$ cat config.mk
export PLATFORM = sky130hd
export DESIGN_NAME = opp_panel
export DESIGN_NICKNAME = d
export VERILOG_FILES = /design/src/rtl/opp_pkg.sv /design/src/rtl/opp_edge.sv /design/src/rtl/opp_panel.sv
export SDC_FILE = /design/constraint.sdc
export NUM_CORES = 1
export LEC_CHECK = 0
export ABC_AREA = 1
export BUFFER_PORTS_ARGS = -buffer_cell sky130_fd_sc_hd__buf_2
export CORE_MARGIN = 2
export CORE_UTILIZATION = 37
export DETAILED_ROUTE_END_ITERATION = 7
export HOLD_SLACK_MARGIN = 0.08
export PLACE_DENSITY = 0.69
export RECOVER_POWER = 25
export REMOVE_ABC_BUFFERS = 1
export SKIP_LAST_GASP = 1
export SLEW_MARGIN = 20
export SYNTH_ARGS = -nofsm -noshare
export SYNTH_HDL_FRONTEND = slang
export SYNTH_SLANG_ARGS = --single-unit
$ cat constraint.sdc
create_clock -name clk -period 1.2 [get_ports clk]
set_input_delay 0.12 -clock clk [delete_from_list [all_inputs] [get_ports clk]]
set_output_delay 0.12 -clock clk [all_outputs]
set_load 0.02 [all_outputs]
$ cat src/rtl/opp_pkg.sv
package opp_pkg;

   // Switch and address widths
   localparam int unsigned SW_W     = 4;
   localparam int unsigned CHAN_W   = 3;
   localparam int unsigned DEV_W    = 8;
   localparam int unsigned NBTN     = 4;

   // Channel position that carries no channel
   localparam logic [CHAN_W-1:0] CHAN_UNUSED = 3'h6;

   // Register bus geometry
   localparam int unsigned ADDR_W   = 4;
   localparam int unsigned DATA_W   = 16;

   // Register offsets
   localparam logic [ADDR_W-1:0] REG_EVENT  = 4'h0;
   localparam logic [ADDR_W-1:0] REG_MASK   = 4'h1;
   localparam logic [ADDR_W-1:0] REG_SWITCH = 4'h2;
   localparam logic [ADDR_W-1:0] REG_STATE  = 4'h3;

   // Event bit positions, shared by the event and mask registers
   localparam int unsigned EV_EMERG    = 0;
   localparam int unsigned EV_LOAD_GO  = 1;
   localparam int unsigned EV_LOAD_END = 2;
   localparam int unsigned EV_BAD_CHAN = 3;
   localparam int unsigned EV_FAULT    = 4;
   localparam int unsigned EV_READY    = 5;
   localparam int unsigned NEV         = 6;

   // Field positions in the state register
   localparam int unsigned ST_PWR      = 0;
   localparam int unsigned ST_MASTER   = 4;
   localparam int unsigned ST_PFAIL    = 5;
   localparam int unsigned ST_LOADING  = 6;
   localparam int unsigned ST_LOAD_LMP = 7;
   localparam int unsigned ST_IDLE     = 8;
   localparam int unsigned ST_THERM    = 9;

   // Field positions in the switch register
   localparam int unsigned SWR_LO      = 0;
   localparam int unsigned SWR_HI      = 4;
   localparam int unsigned SWR_CHAN    = 8;

   // Button bit positions on the edge detector
   localparam int unsigned BTN_MASTER  = 0;
   localparam int unsigned BTN_LOAD    = 1;
   localparam int unsigned BTN_PON     = 2;
   localparam int unsigned BTN_POFF    = 3;

   // Values after reset
   localparam logic [NEV-1:0]    MASK_RST  = 6'h00;
   localparam logic [NEV-1:0]    EVENT_RST = 6'h00;
   localparam logic [DATA_W-1:0] RDATA_RST = 16'h0000;

   // Power sequencing states, one-hot
   typedef enum logic [3:0] {
      pwr_off    = 4'h1,
      pwr_seq_on = 4'h2,
      pwr_ready  = 4'h4,
      pwr_seq_off= 4'h8
   } opp_pwr_e;

endpackage : opp_pkg

$ cat src/rtl/opp_edge.sv
`timescale 1ns/1ps
`default_nettype none

// Rising-edge detector for pushbuttons, one press gives one pulse
module opp_edge #(
   parameter int unsigned W = 1
) (
   // Clock and reset
   input  wire logic         clk,
   input  wire logic         rstn,
   // Button levels and press pulses
   input  wire logic [W-1:0] level,
   output logic      [W-1:0] press
);

   typedef struct packed {
      logic [W-1:0] prev;
   } opp_edge_s;

   opp_edge_s st;
   opp_edge_s next_st;

   // Remember last level so a held button fires only once
   always_comb begin
      next_st      = st;
      next_st.prev = level;
   end

   always_ff @(posedge clk or negedge rstn) begin
      if (!rstn) begin
         st <= '0;
      end else begin
         st <= next_st;
      end
   end

   assign press = level & ~st.prev;

endmodule : opp_edge

`default_nettype wire

$ cat src/rtl/opp_panel.sv
// Functional notes
// [RULE1] Each of the three load selectors gives a four-bit value 0 to F.
// [RULE2] The left selector gives a three-bit channel; only 0-5 and 7 count.
// [RULE3] The device number is centre selector high nibble, right low nibble.
// [RULE4] A load press starts program load from the selected channel/device.
// [RULE5] A maintenance power-on request is ignored unless master is on.
// [RULE6] The master button toggles; its lamp is lit while master is on.
// [RULE7] Master off with power up drops AC at once and raises power fail.
// [RULE8] Power ready lights at end of power-on and stays until power goes.
// [RULE9] The idle lamp is lit while the processor runs its idle instruction.
// [RULE10] Holding the idle button lights every panel lamp as a lamp test.
// [RULE11] The thermal alarm lamp follows the processor over-temperature sense.
// [RULE12] Main and supplemental supplies are interlocked and cycle as one.
// [RULE13] Load press lights load and run lamps; load lamp clears on success.
`timescale 1ns/1ps
`default_nettype none

module opp_panel
   import opp_pkg::*;
(
   // Clock and reset
   input  wire logic              clk,
   input  wire logic              rstn,
   // Load unit selectors
   input  wire logic [SW_W-1:0]   chan_sel,
   input  wire logic [SW_W-1:0]   dev_hi_sel,
   input  wire logic [SW_W-1:0]   dev_lo_sel,
   // Operator pushbuttons, high while pressed
   input  wire logic              master_btn,
   input  wire logic              load_btn,
   input  wire logic              idle_btn,
   // Maintenance power buttons, high while pressed
   input  wire logic              maint_pon_btn,
   input  wire logic              maint_poff_btn,
   // Power sequencer answers
   input  wire logic              seq_on_done,
   input  wire logic              seq_off_done,
   input  wire logic              main_fault,
   input  wire logic              supp_fault,
   // Power sequencer commands
   output logic                   ac_on,
   output logic                   main_supply_en,
   output logic                   supp_supply_en,
   output logic                   dc_on_cmd,
   output logic                   dc_off_cmd,
   // Processor core status
   input  wire logic              cpu_idle,
   input  wire logic              cpu_running,
   input  wire logic              over_temp,
   input  wire logic              load_done,
   input  wire logic              load_ok,
   input  wire logic              pfail_ack,
   // Processor core requests
   output logic                   ipl_start,
   output logic [CHAN_W-1:0]      ipl_chan,
   output logic [DEV_W-1:0]       ipl_dev,
   output logic                   pfail_flag,
   // Panel lamps
   output logic                   master_lamp,
   output logic                   power_ready_lamp,
   output logic                   idle_lamp,
   output logic                   thermal_alarm_lamp,
   output logic                   load_lamp,
   output logic                   run_lamp,
   // Register port
   input  wire logic [ADDR_W-1:0] reg_addr,
   input  wire logic [DATA_W-1:0] reg_wdata,
   input  wire logic              reg_wr,
   input  wire logic              reg_rd,
   output logic [DATA_W-1:0]      reg_rdata,
   // Interrupt to software
   output logic                   irq
);

   typedef struct packed {
      opp_pwr_e          pwr;
      logic              master_on;
      logic              pfail;
      logic              load_lmp;
      logic              loading;
      logic              start;
      logic [CHAN_W-1:0] chan;
      logic [DEV_W-1:0]  dev;
      logic [NEV-1:0]    events;
      logic [NEV-1:0]    mask;
      logic [DATA_W-1:0] rdata;
   } opp_panel_s;

   opp_panel_s st;
   opp_panel_s next_st;

   logic [NBTN-1:0]   btn_lvl;
   logic [NBTN-1:0]   press;
   logic [NEV-1:0]    ev_set;
   logic [NEV-1:0]    ev_clr;
   logic [CHAN_W-1:0] sel_chan;
   logic [DEV_W-1:0]  sel_dev;
   logic              chan_ok;
   logic              powered;
   logic              emerg;
   logic              fault;
   logic              load_go;
   logic              load_bad;
   logic              load_end;
   logic              ready_rise;
   logic              lamp_test;
   logic [DATA_W-1:0] rd_mux;

   // One edge detector serves all momentary buttons but the idle button, which is used as a level
   assign btn_lvl[BTN_MASTER] = master_btn;
   assign btn_lvl[BTN_LOAD]   = load_btn;
   assign btn_lvl[BTN_PON]    = maint_pon_btn;
   assign btn_lvl[BTN_POFF]   = maint_poff_btn;

   opp_edge #(
      .W (NBTN)
   ) u_edge (
      .clk   (clk),
      .rstn  (rstn),
      .level (btn_lvl),
      .press (press)
   );

   // Selector decode; the fourth channel bit is dropped from the channel number
   assign sel_chan = chan_sel[CHAN_W-1:0];                 // [RULE1] [RULE2]
   assign sel_dev  = {dev_hi_sel, dev_lo_sel};             // [RULE1] [RULE3]
   // Position 6 and the upper eight positions select no channel
   assign chan_ok  = !chan_sel[SW_W-1]
                     && (sel_chan != CHAN_UNUSED);         // [RULE2]

   // Power is up in every state but off
   assign powered  = (st.pwr != pwr_off);

   // Master pressed while power is up is the emergency off path
   assign emerg    = press[BTN_MASTER] && st.master_on
                     && powered;                           // [RULE7]

   // A fault in either supply cycles both
   assign fault    = (main_fault || supp_fault) && powered; // [RULE12]

   // Load needs ready power and no load already in flight
   // A load press in the cycle that power drops must not start the core
   assign load_go  = press[BTN_LOAD] && (st.pwr == pwr_ready)
                     && !st.loading && chan_ok
                     && !emerg && !fault;                  // [RULE4]
   assign load_bad = press[BTN_LOAD] && (st.pwr == pwr_ready)
                     && !st.loading && !chan_ok;           // [RULE2]
   assign load_end = st.loading && load_done;

   assign ready_rise = (st.pwr == pwr_seq_on) && seq_on_done
                       && !fault && !emerg;

   // Events gathered for the sticky event register
   always_comb begin
      ev_set              = '0;
      ev_set[EV_EMERG]    = emerg;
      ev_set[EV_LOAD_GO]  = load_go;
      ev_set[EV_LOAD_END] = load_end;
      ev_set[EV_BAD_CHAN] = load_bad;
      ev_set[EV_FAULT]    = fault;
      ev_set[EV_READY]    = ready_rise;
   end

   // Write-one-to-clear on the event register
   assign ev_clr = (reg_wr && (reg_addr == REG_EVENT))
                   ? reg_wdata[NEV-1:0] : '0;

   // Read multiplexer; unmapped offsets read zero
   always_comb begin
      rd_mux = '0;
      case (reg_addr)
         REG_EVENT: begin
            rd_mux[NEV-1:0] = st.events;
         end
         REG_MASK: begin
            rd_mux[NEV-1:0] = st.mask;
         end
         REG_SWITCH: begin
            rd_mux[SWR_LO +: SW_W]   = dev_lo_sel;
            rd_mux[SWR_HI +: SW_W]   = dev_hi_sel;
            rd_mux[SWR_CHAN +: SW_W] = chan_sel;
         end
         REG_STATE: begin
            rd_mux[ST_PWR +: 4]    = st.pwr;
            rd_mux[ST_MASTER]      = st.master_on;
            rd_mux[ST_PFAIL]       = st.pfail;
            rd_mux[ST_LOADING]     = st.loading;
            rd_mux[ST_LOAD_LMP]    = st.load_lmp;
            rd_mux[ST_IDLE]        = cpu_idle;
            rd_mux[ST_THERM]       = over_temp;
         end
         default: begin
            rd_mux = '0;
         end
      endcase
   end

   // All state updates in one place
   always_comb begin
      next_st       = st;
      next_st.start = 1'b0;

      // Master toggles on every press, in either direction
      if (press[BTN_MASTER]) begin
         next_st.master_on = !st.master_on;                // [RULE6]
      end

      // Power sequencing
      case (st.pwr)
         pwr_off: begin
            // Maintenance power-on only counts with master on
            if (press[BTN_PON] && st.master_on
                && !press[BTN_MASTER]) begin               // [RULE5]
               next_st.pwr = pwr_seq_on;
            end
         end
         pwr_seq_on: begin
            if (seq_on_done) begin
               next_st.pwr = pwr_ready;                    // [RULE8]
            end
         end
         pwr_ready: begin
            if (press[BTN_POFF]) begin
               next_st.pwr = pwr_seq_off;
            end
         end
         pwr_seq_off: begin
            // Ready stays lit until off sequencing finishes
            if (seq_off_done) begin
               next_st.pwr = pwr_off;                      // [RULE8]
            end
         end
         default: begin
            next_st.pwr = pwr_off;
         end
      endcase

      // Emergency off and supply faults skip the DC off sequence;
      // this overrides whatever the sequencer chose above
      if (emerg || fault) begin
         next_st.pwr = pwr_off;                            // [RULE7] [RULE12]
      end

      // Power fail flag to the core; a new set beats the acknowledge
      if (emerg) begin
         next_st.pfail = 1'b1;                             // [RULE7]
      end else if (pfail_ack) begin
         next_st.pfail = 1'b0;
      end

      // Load request latches the selectors for the core
      if (load_go) begin
         next_st.start   = 1'b1;                           // [RULE4]
         next_st.chan    = sel_chan;                       // [RULE4]
         next_st.dev     = sel_dev;                        // [RULE4]
         next_st.loading = 1'b1;
      end else if (load_end) begin
         next_st.loading = 1'b0;
      end

      // Load lamp lit by the press, cleared on a good finish or when power goes off
      if (load_go) begin
         next_st.load_lmp = 1'b1;                          // [RULE13]
      end else if (load_end && load_ok) begin
         next_st.load_lmp = 1'b0;                          // [RULE13]
      end

      // Losing power abandons any load in flight
      if (next_st.pwr == pwr_off) begin
         next_st.loading  = 1'b0;
         next_st.load_lmp = 1'b0;
      end

      // Sticky events; a set in the same cycle as a clear wins
      next_st.events = (st.events & ~ev_clr) | ev_set;

      if (reg_wr && (reg_addr == REG_MASK)) begin
         next_st.mask = reg_wdata[NEV-1:0];
      end

      // Read data stand only in the cycle after the strobe
      next_st.rdata = reg_rd ? rd_mux : RDATA_RST;
   end

   always_ff @(posedge clk or negedge rstn) begin
      if (!rstn) begin
         st           <= '0;
         st.pwr       <= pwr_off;
         st.events    <= EVENT_RST;
         st.mask      <= MASK_RST;
         st.rdata     <= RDATA_RST;
      end else begin
         st <= next_st;
      end
   end

   // Supply control; one enable feeds both supplies so they cycle together
   assign ac_on          = powered;
   assign main_supply_en = powered;                        // [RULE12]
   assign supp_supply_en = powered;                        // [RULE12]
   assign dc_on_cmd      = (st.pwr == pwr_seq_on);
   assign dc_off_cmd     = (st.pwr == pwr_seq_off);

   // Core-facing outputs come straight from flip-flops
   assign ipl_start  = st.start;
   assign ipl_chan   = st.chan;
   assign ipl_dev    = st.dev;
   assign pfail_flag = st.pfail;

   // Lamps; the idle button overrides every one of them
   assign lamp_test          = idle_btn;                   // [RULE10]
   assign master_lamp        = st.master_on || lamp_test;  // [RULE6] [RULE10]
   assign power_ready_lamp   = (st.pwr == pwr_ready)
                               || (st.pwr == pwr_seq_off)
                               || lamp_test;               // [RULE8] [RULE10]
   assign idle_lamp          = cpu_idle || lamp_test;      // [RULE9] [RULE10]
   assign thermal_alarm_lamp = over_temp || lamp_test;     // [RULE11] [RULE10]
   assign load_lamp          = st.load_lmp || lamp_test;   // [RULE13] [RULE10]
   // Run lamp shows the load as well, since the core may not report running
   // until the first loaded record is in
   assign run_lamp           = cpu_running || st.load_lmp
                               || lamp_test;               // [RULE13] [RULE10]

   // Register read data and interrupt
   assign reg_rdata = st.rdata;
   assign irq       = |(st.events & st.mask);

endmodule : opp_panel

`default_nettype wire

# Word-level counts from Yosys, hierarchy flattened
# Cells that the tools add are included.
# W data, S select, Z words.
# op_classes
addsub	0
n_mul	0
div_mod_pow	0
order_cmp	0
eq_ne	10
n_shift	0
muxes	19
n_bitwise	6
reduce_logical	41
# ops
cell	n
$mux W12	2
$pmux W6 S4	1
$mux W4	5
$logic_and A1 B1 Y1	19
$pmux W4 S4	1
$and A6 B6 Y6	2
$eq A4 B1 Y1 const B	3
$eq A4 B2 Y1 const B	3
$logic_or A1 B1 Y1	10
$pmux W4 S2	1
$logic_not A1 Y1	7
$mux W1	6
$mux W6	1
$not A6 Y6	1
$or A6 B6 Y6	1
$reduce_bool A3 Y1	2
$reduce_or A6 Y1	1
$and A4 B4 Y4	1
$eq A4 B3 Y1 const B	1
$eq A4 B4 Y1 const B	1
$logic_not A4 Y1	1
$mux W2	2
$ne A4 B1 Y1 const B	1
$not A4 Y4	1
other kinds (2)	2
# totals
regBits	48
latchBits	0
ramBits	0
mem_bits_ro	0
inputBits	51
out_inout_bits	41
elab_cells	88
memories	0

# Longest topological paths before layout
# depth
depth_word	9
depth_mapped	9
mapped_depth_nobuf	8

# Hierarchy
# A second synthesis with hierarchy kept.
# unflattened
hier_cells	299
hier_area_um2	2501.1
# modules_own_cells
module	n_inst	cells_per_inst	area_per_inst_um2	seq_area_each_um2
opp_panel	1	287	2361.0	1102.3
opp_edge	1	12	140.1	100.1

# Worst setup path before layout
# No wires, ideal clock.
# synth_path
path_type	register -> register
from	register st[44] (netlist name)
to	register st, in the netlist ipl_dev[3]
arrival_ns	1.262
slack_ns	-0.180
stages_incl_launch_ff	9
n_path_buf	1
period_less_slack_ns	1.380
cell_sequence	dfstp_2 > inv_2 > nor2_4 > nand2_2 > o21ai_2 > nand2_2 > buf_6 > nand2_2 > o21ai_2
# synth_between
elab_cells_between_ends	11
classes_between	eq/ne (2); reduce/logical (9)
# synth_rtl
element	line	source
from (decl)	opp_panel.sv:89	opp_panel_s st;
from (signal assigned)	opp_panel.sv:293	st <= next_st;
$ne A4 B1 Y1 *	opp_panel.sv:132	assign powered = (st.pwr != pwr_off);
net ac_on	opp_panel.sv:41	output logic ac_on,
$logic_and A1 B1 Y1	opp_panel.sv:136	&& powered;
$logic_not A1 Y1	opp_panel.sv:145	&& !emerg && !fault;
$logic_and A1 B1 Y1	opp_panel.sv:145	
$logic_and A1 B1 Y1 *	opp_panel.sv:145	
# Mark *: on every way through the listed nets, which the timed path passes. The rest lies on a longest branch.
# A chain may end at the register's enable or synchronous reset.

# Worst setup path after layout
# layout_path
from	register st[44] (netlist name)
to	output port power_ready_lamp
# layout_between
elab_chain_cells	3
elab_cells_between_ends	4
classes_between	eq/ne (2); reduce/logical (2)
# layout_lines
element	line	source
$eq A4 B3 Y1 or $eq A4 B4 Y1 (tied branches)	opp_panel.sv:313, opp_panel.sv:314	
$logic_or A1 B1 Y1 *	opp_panel.sv:314	|| (st.pwr == pwr_seq_off)
$logic_or A1 B1 Y1 *	opp_panel.sv:315	|| lamp_test;
to (decl)	opp_panel.sv:60	output logic power_ready_lamp,
# Every way passes the cells marked *; elsewhere a longest branch is shown, timed or not.

==> results.tsv <==
metric	value	unit
CP Launch Type	flop	
area of the die	0.00744	mm2
CTS H-tree lvls	2	
first-pass GRT wire length	10400	um
vias in the first global route	2283	
Leak	1.98	nW
cts bufs inserted	5	
Iter 0 DRT Violations	113	
number of max-cap violations	0	
largest cells by area after synthesis	dfrtp_1 (47%), buf_4 (8.7%), nand2_1 (6.7%)	
met1 WL	2900	um
worst path cell trace	buf_6 > nor2_4 > nand2_2 > buf_6 > nand3_4 > buf_6	
Die Span Y	86.3	um
Port Buf Inserts	77	
FFs w/ async S/R, synth	1.00	
critical path class	flop to output pin	
Avg Cell Area, Syn	8.52	um2
Final Instance Area	0.00376	mm2
Critical Path AT	1.40	ns
Post-DRT Antenna Nets	0	
Worst Path Required	1.08	ns
failing checks	setup timing	
Post-synth top flop	dfrtp_1	
Inst Count DP	444	
Worst path most repeated cell	buf_6	
drt via density	4.73	
Worst Setup End Kind	output pin	
first-pass iteration count of the detailed router	4	
final core utilization	0.582	
Max Freq	657	MHz
Commonest cells post-synth	dfrtp_1 (47), nand2_1 (45), inv_1 (44)	
most frequent cell after synthesis	dfrtp_1	
die width	86.3	um
HPWL after DPL	4500	um
final setup fails	34	
register area share after synthesis	0.480	
Final Hold Vio Count	0	
worst skew pair latency	0.30	ns
wire length on met3	405	um
CP max FO	2	
family with the most delay on the worst path	flip-flops	
Setup Skew	0.00584	ns
Slowest-stage cell, CP	dfstp_2	
Worst Slack Setup Final	-0.322	ns
core box area	0.00646	mm2
unrepaired setup endpoints after global routing	yes	
Worst Hold Class	primary input to flop	
antenna violations before repair	0	
largest net degree at the start of global routing	23	
Synth Warn #	0	
share of cells above drive strength 1	0.505	
Power Density	1160	mW/mm2
Unique masters post-synth	26	
I/O pin count	92	
GRT Total Usage	0.177	
Synth Register Bits	48	
WL/cell	14.0	um
final global-route overflow total	0	
WL met2	3480	um
status	finished, violations left	
clock root buffer master	clkbuf_8	
DP Worst Slack	-0.209	ns
Synth Instances	294	
Layout Cells excl Fill	491	
crit-path max cell delay	0.58	ns
Placed Area	0.00296	mm2
top cell type's share of synthesized area	0.470	
fillers	574	
gpl congestion	0.823	
worst path bufs/invs	3	
Yosys top cell by area	dfrtp_1	
Tmin final	1.52	ns
mapped cell area	0.00250	mm2
top layer in use	met4	
Max VDD drop	0.000651	V
initial core utilization	0.388	
Post-synth EDFFs	0	
CTS tree	built	
Clock Path Buffers	2	
FP Rows	29	
Via Count	2323	
final WL	6890	um
CTS clk-pin slew, worst paths	0.08	ns
Max Slew Vio Count	0	
DRC viols	0	
Syn-to-layout area delta	50.1	%
nets	465	
antenna cells	0	
crit share post-route	1.27	
clock net sink count	48	
==> report_power, final <==
group          leakage [nW]  switching [mW]  internal, mW
logic                  1.30           0.820         0.754
registers             0.636          0.0978          1.75
clock network        0.0400           0.528         0.395
==> worst reg2reg max path: stages (launching register included) <==
cell     delay, ns
dfstp_2       0.58
inv_4         0.05
buf_6         0.12
nand2_4       0.07
nor2_4        0.04
buf_4         0.14
nand3_1       0.14
nor2_4        0.06
nor2_1        0.14
nor2_2        0.04
==> cells in the final DEF (no fill, tap or decap), types with 2 or more instances in the layout <==
master and instances:
a21oi_1 2, a21oi_2 2, buf_12 3, buf_2 63
buf_4 28, buf_6 26, clkbuf_1 4, clkbuf_8 5
conb_1 4, dfrtp_1 45, dfrtp_2 2, dlygate4sd3_1 15
inv_1 35, inv_2 12, nand2_1 36, nand2_2 9
nand2_4 14, nand2_8 3, nand3_1 4, nor2_1 30
nor2_2 6, nor2_4 7, o21ai_0 9, o21ai_1 6
o21ai_2 13, o22ai_1 10, o22ai_2 2, o32ai_1 3
==> final timing paths <==
| check | start | endpoint | slack, ns | depth (start not counted) |
|---|---|---|---|---|
| min reg2reg | st[20] | st[20] | 0.50 | 2 |
| max | st[44] | power_ready_lamp | -0.32 | 6 |
| min in group asynchronous | rstn | ipl_chan[1] | 0.26 | 2 |
| min | master_btn | st[43] | 0.08 | 3 |
| max in group asynchronous | rstn | st[44] | 0.20 | 3 |
| max reg2reg | st[44] | st[40] | -0.28 | 9 |
==> registers in the layout (all words and copies together) (netlist names) <==
signal / cells
ipl_chan: 3
ipl_dev: 8
st: 19
ipl_start: 1
u_edge.st: 4
pfail_flag: 1
reg_rdata: 12
==> cell families (layout without fill, tap and decap cells) <==
family | count (synthesis) | after routing | synth area share
other | 1 | 4 | 0.00150
flip-flops | 48 | 48 | 0.480
AND/OR/NAND/NOR | 114 | 114 | 0.216
AO/OA/AOI/OAI | 50 | 50 | 0.130
buffers and inverters | 81 | 198 | 0.171
==> final cells by class <==
| type | count | area (um2) | share of cell area |
|---|---|---|---|
| Clock buffer | 5 | 68.8 | 0.0183 |
| Clock inverter | 2 | 12.5 | 0.00333 |
| Inverter | 49 | 186 | 0.0496 |
| Multi-Input combinational cell | 168 | 1110 | 0.294 |
| Sequential cell | 48 | 1200 | 0.321 |
| Tap cell | 77 | 96.3 | 0.0256 |
| Timing Repair Buffer | 142 | 1080 | 0.288 |
==> what timing repair did <==
| action | 4_1_cts | 5_1_grt |
|---|---|---|
| gates resized for setup | 33 | 68 |
| hold buffers | 15 | 0 |
| gates cloned | 2 | 0 |
| buffers inserted | 15 | 13 |
| endpoints found under the setup margin | 31 | 34 |
| endpoints found under the hold margin | 49 | 0 |
| pin swaps | 12 | 21 |
==> per-stage QoR <==
stage,setup TNS [ns],hold slack [ns],power (mW)
3_5_place_dp,-2.74,0.0578,2.84
6_report,-7.00,0.0824,4.35
3_3_place_gp,-1.95,0.0542,2.81
4_1_cts,-7.38,0.0802,4.01
5_1_grt,-8.58,0.0891,4.58
2_1_floorplan,-7.75,-0.176,2.42
==> layer usage <==
metal | vias to the layer above | global-route usage
met5 | - | 0
li1 | 1128 | -
met2 | 74 | 0.290
met3 | 12 | 0.0524
met4 | 0 | 0.0568
met1 | 1109 | 0.226
Note: power is estimated with default switching activity, not from simulation.
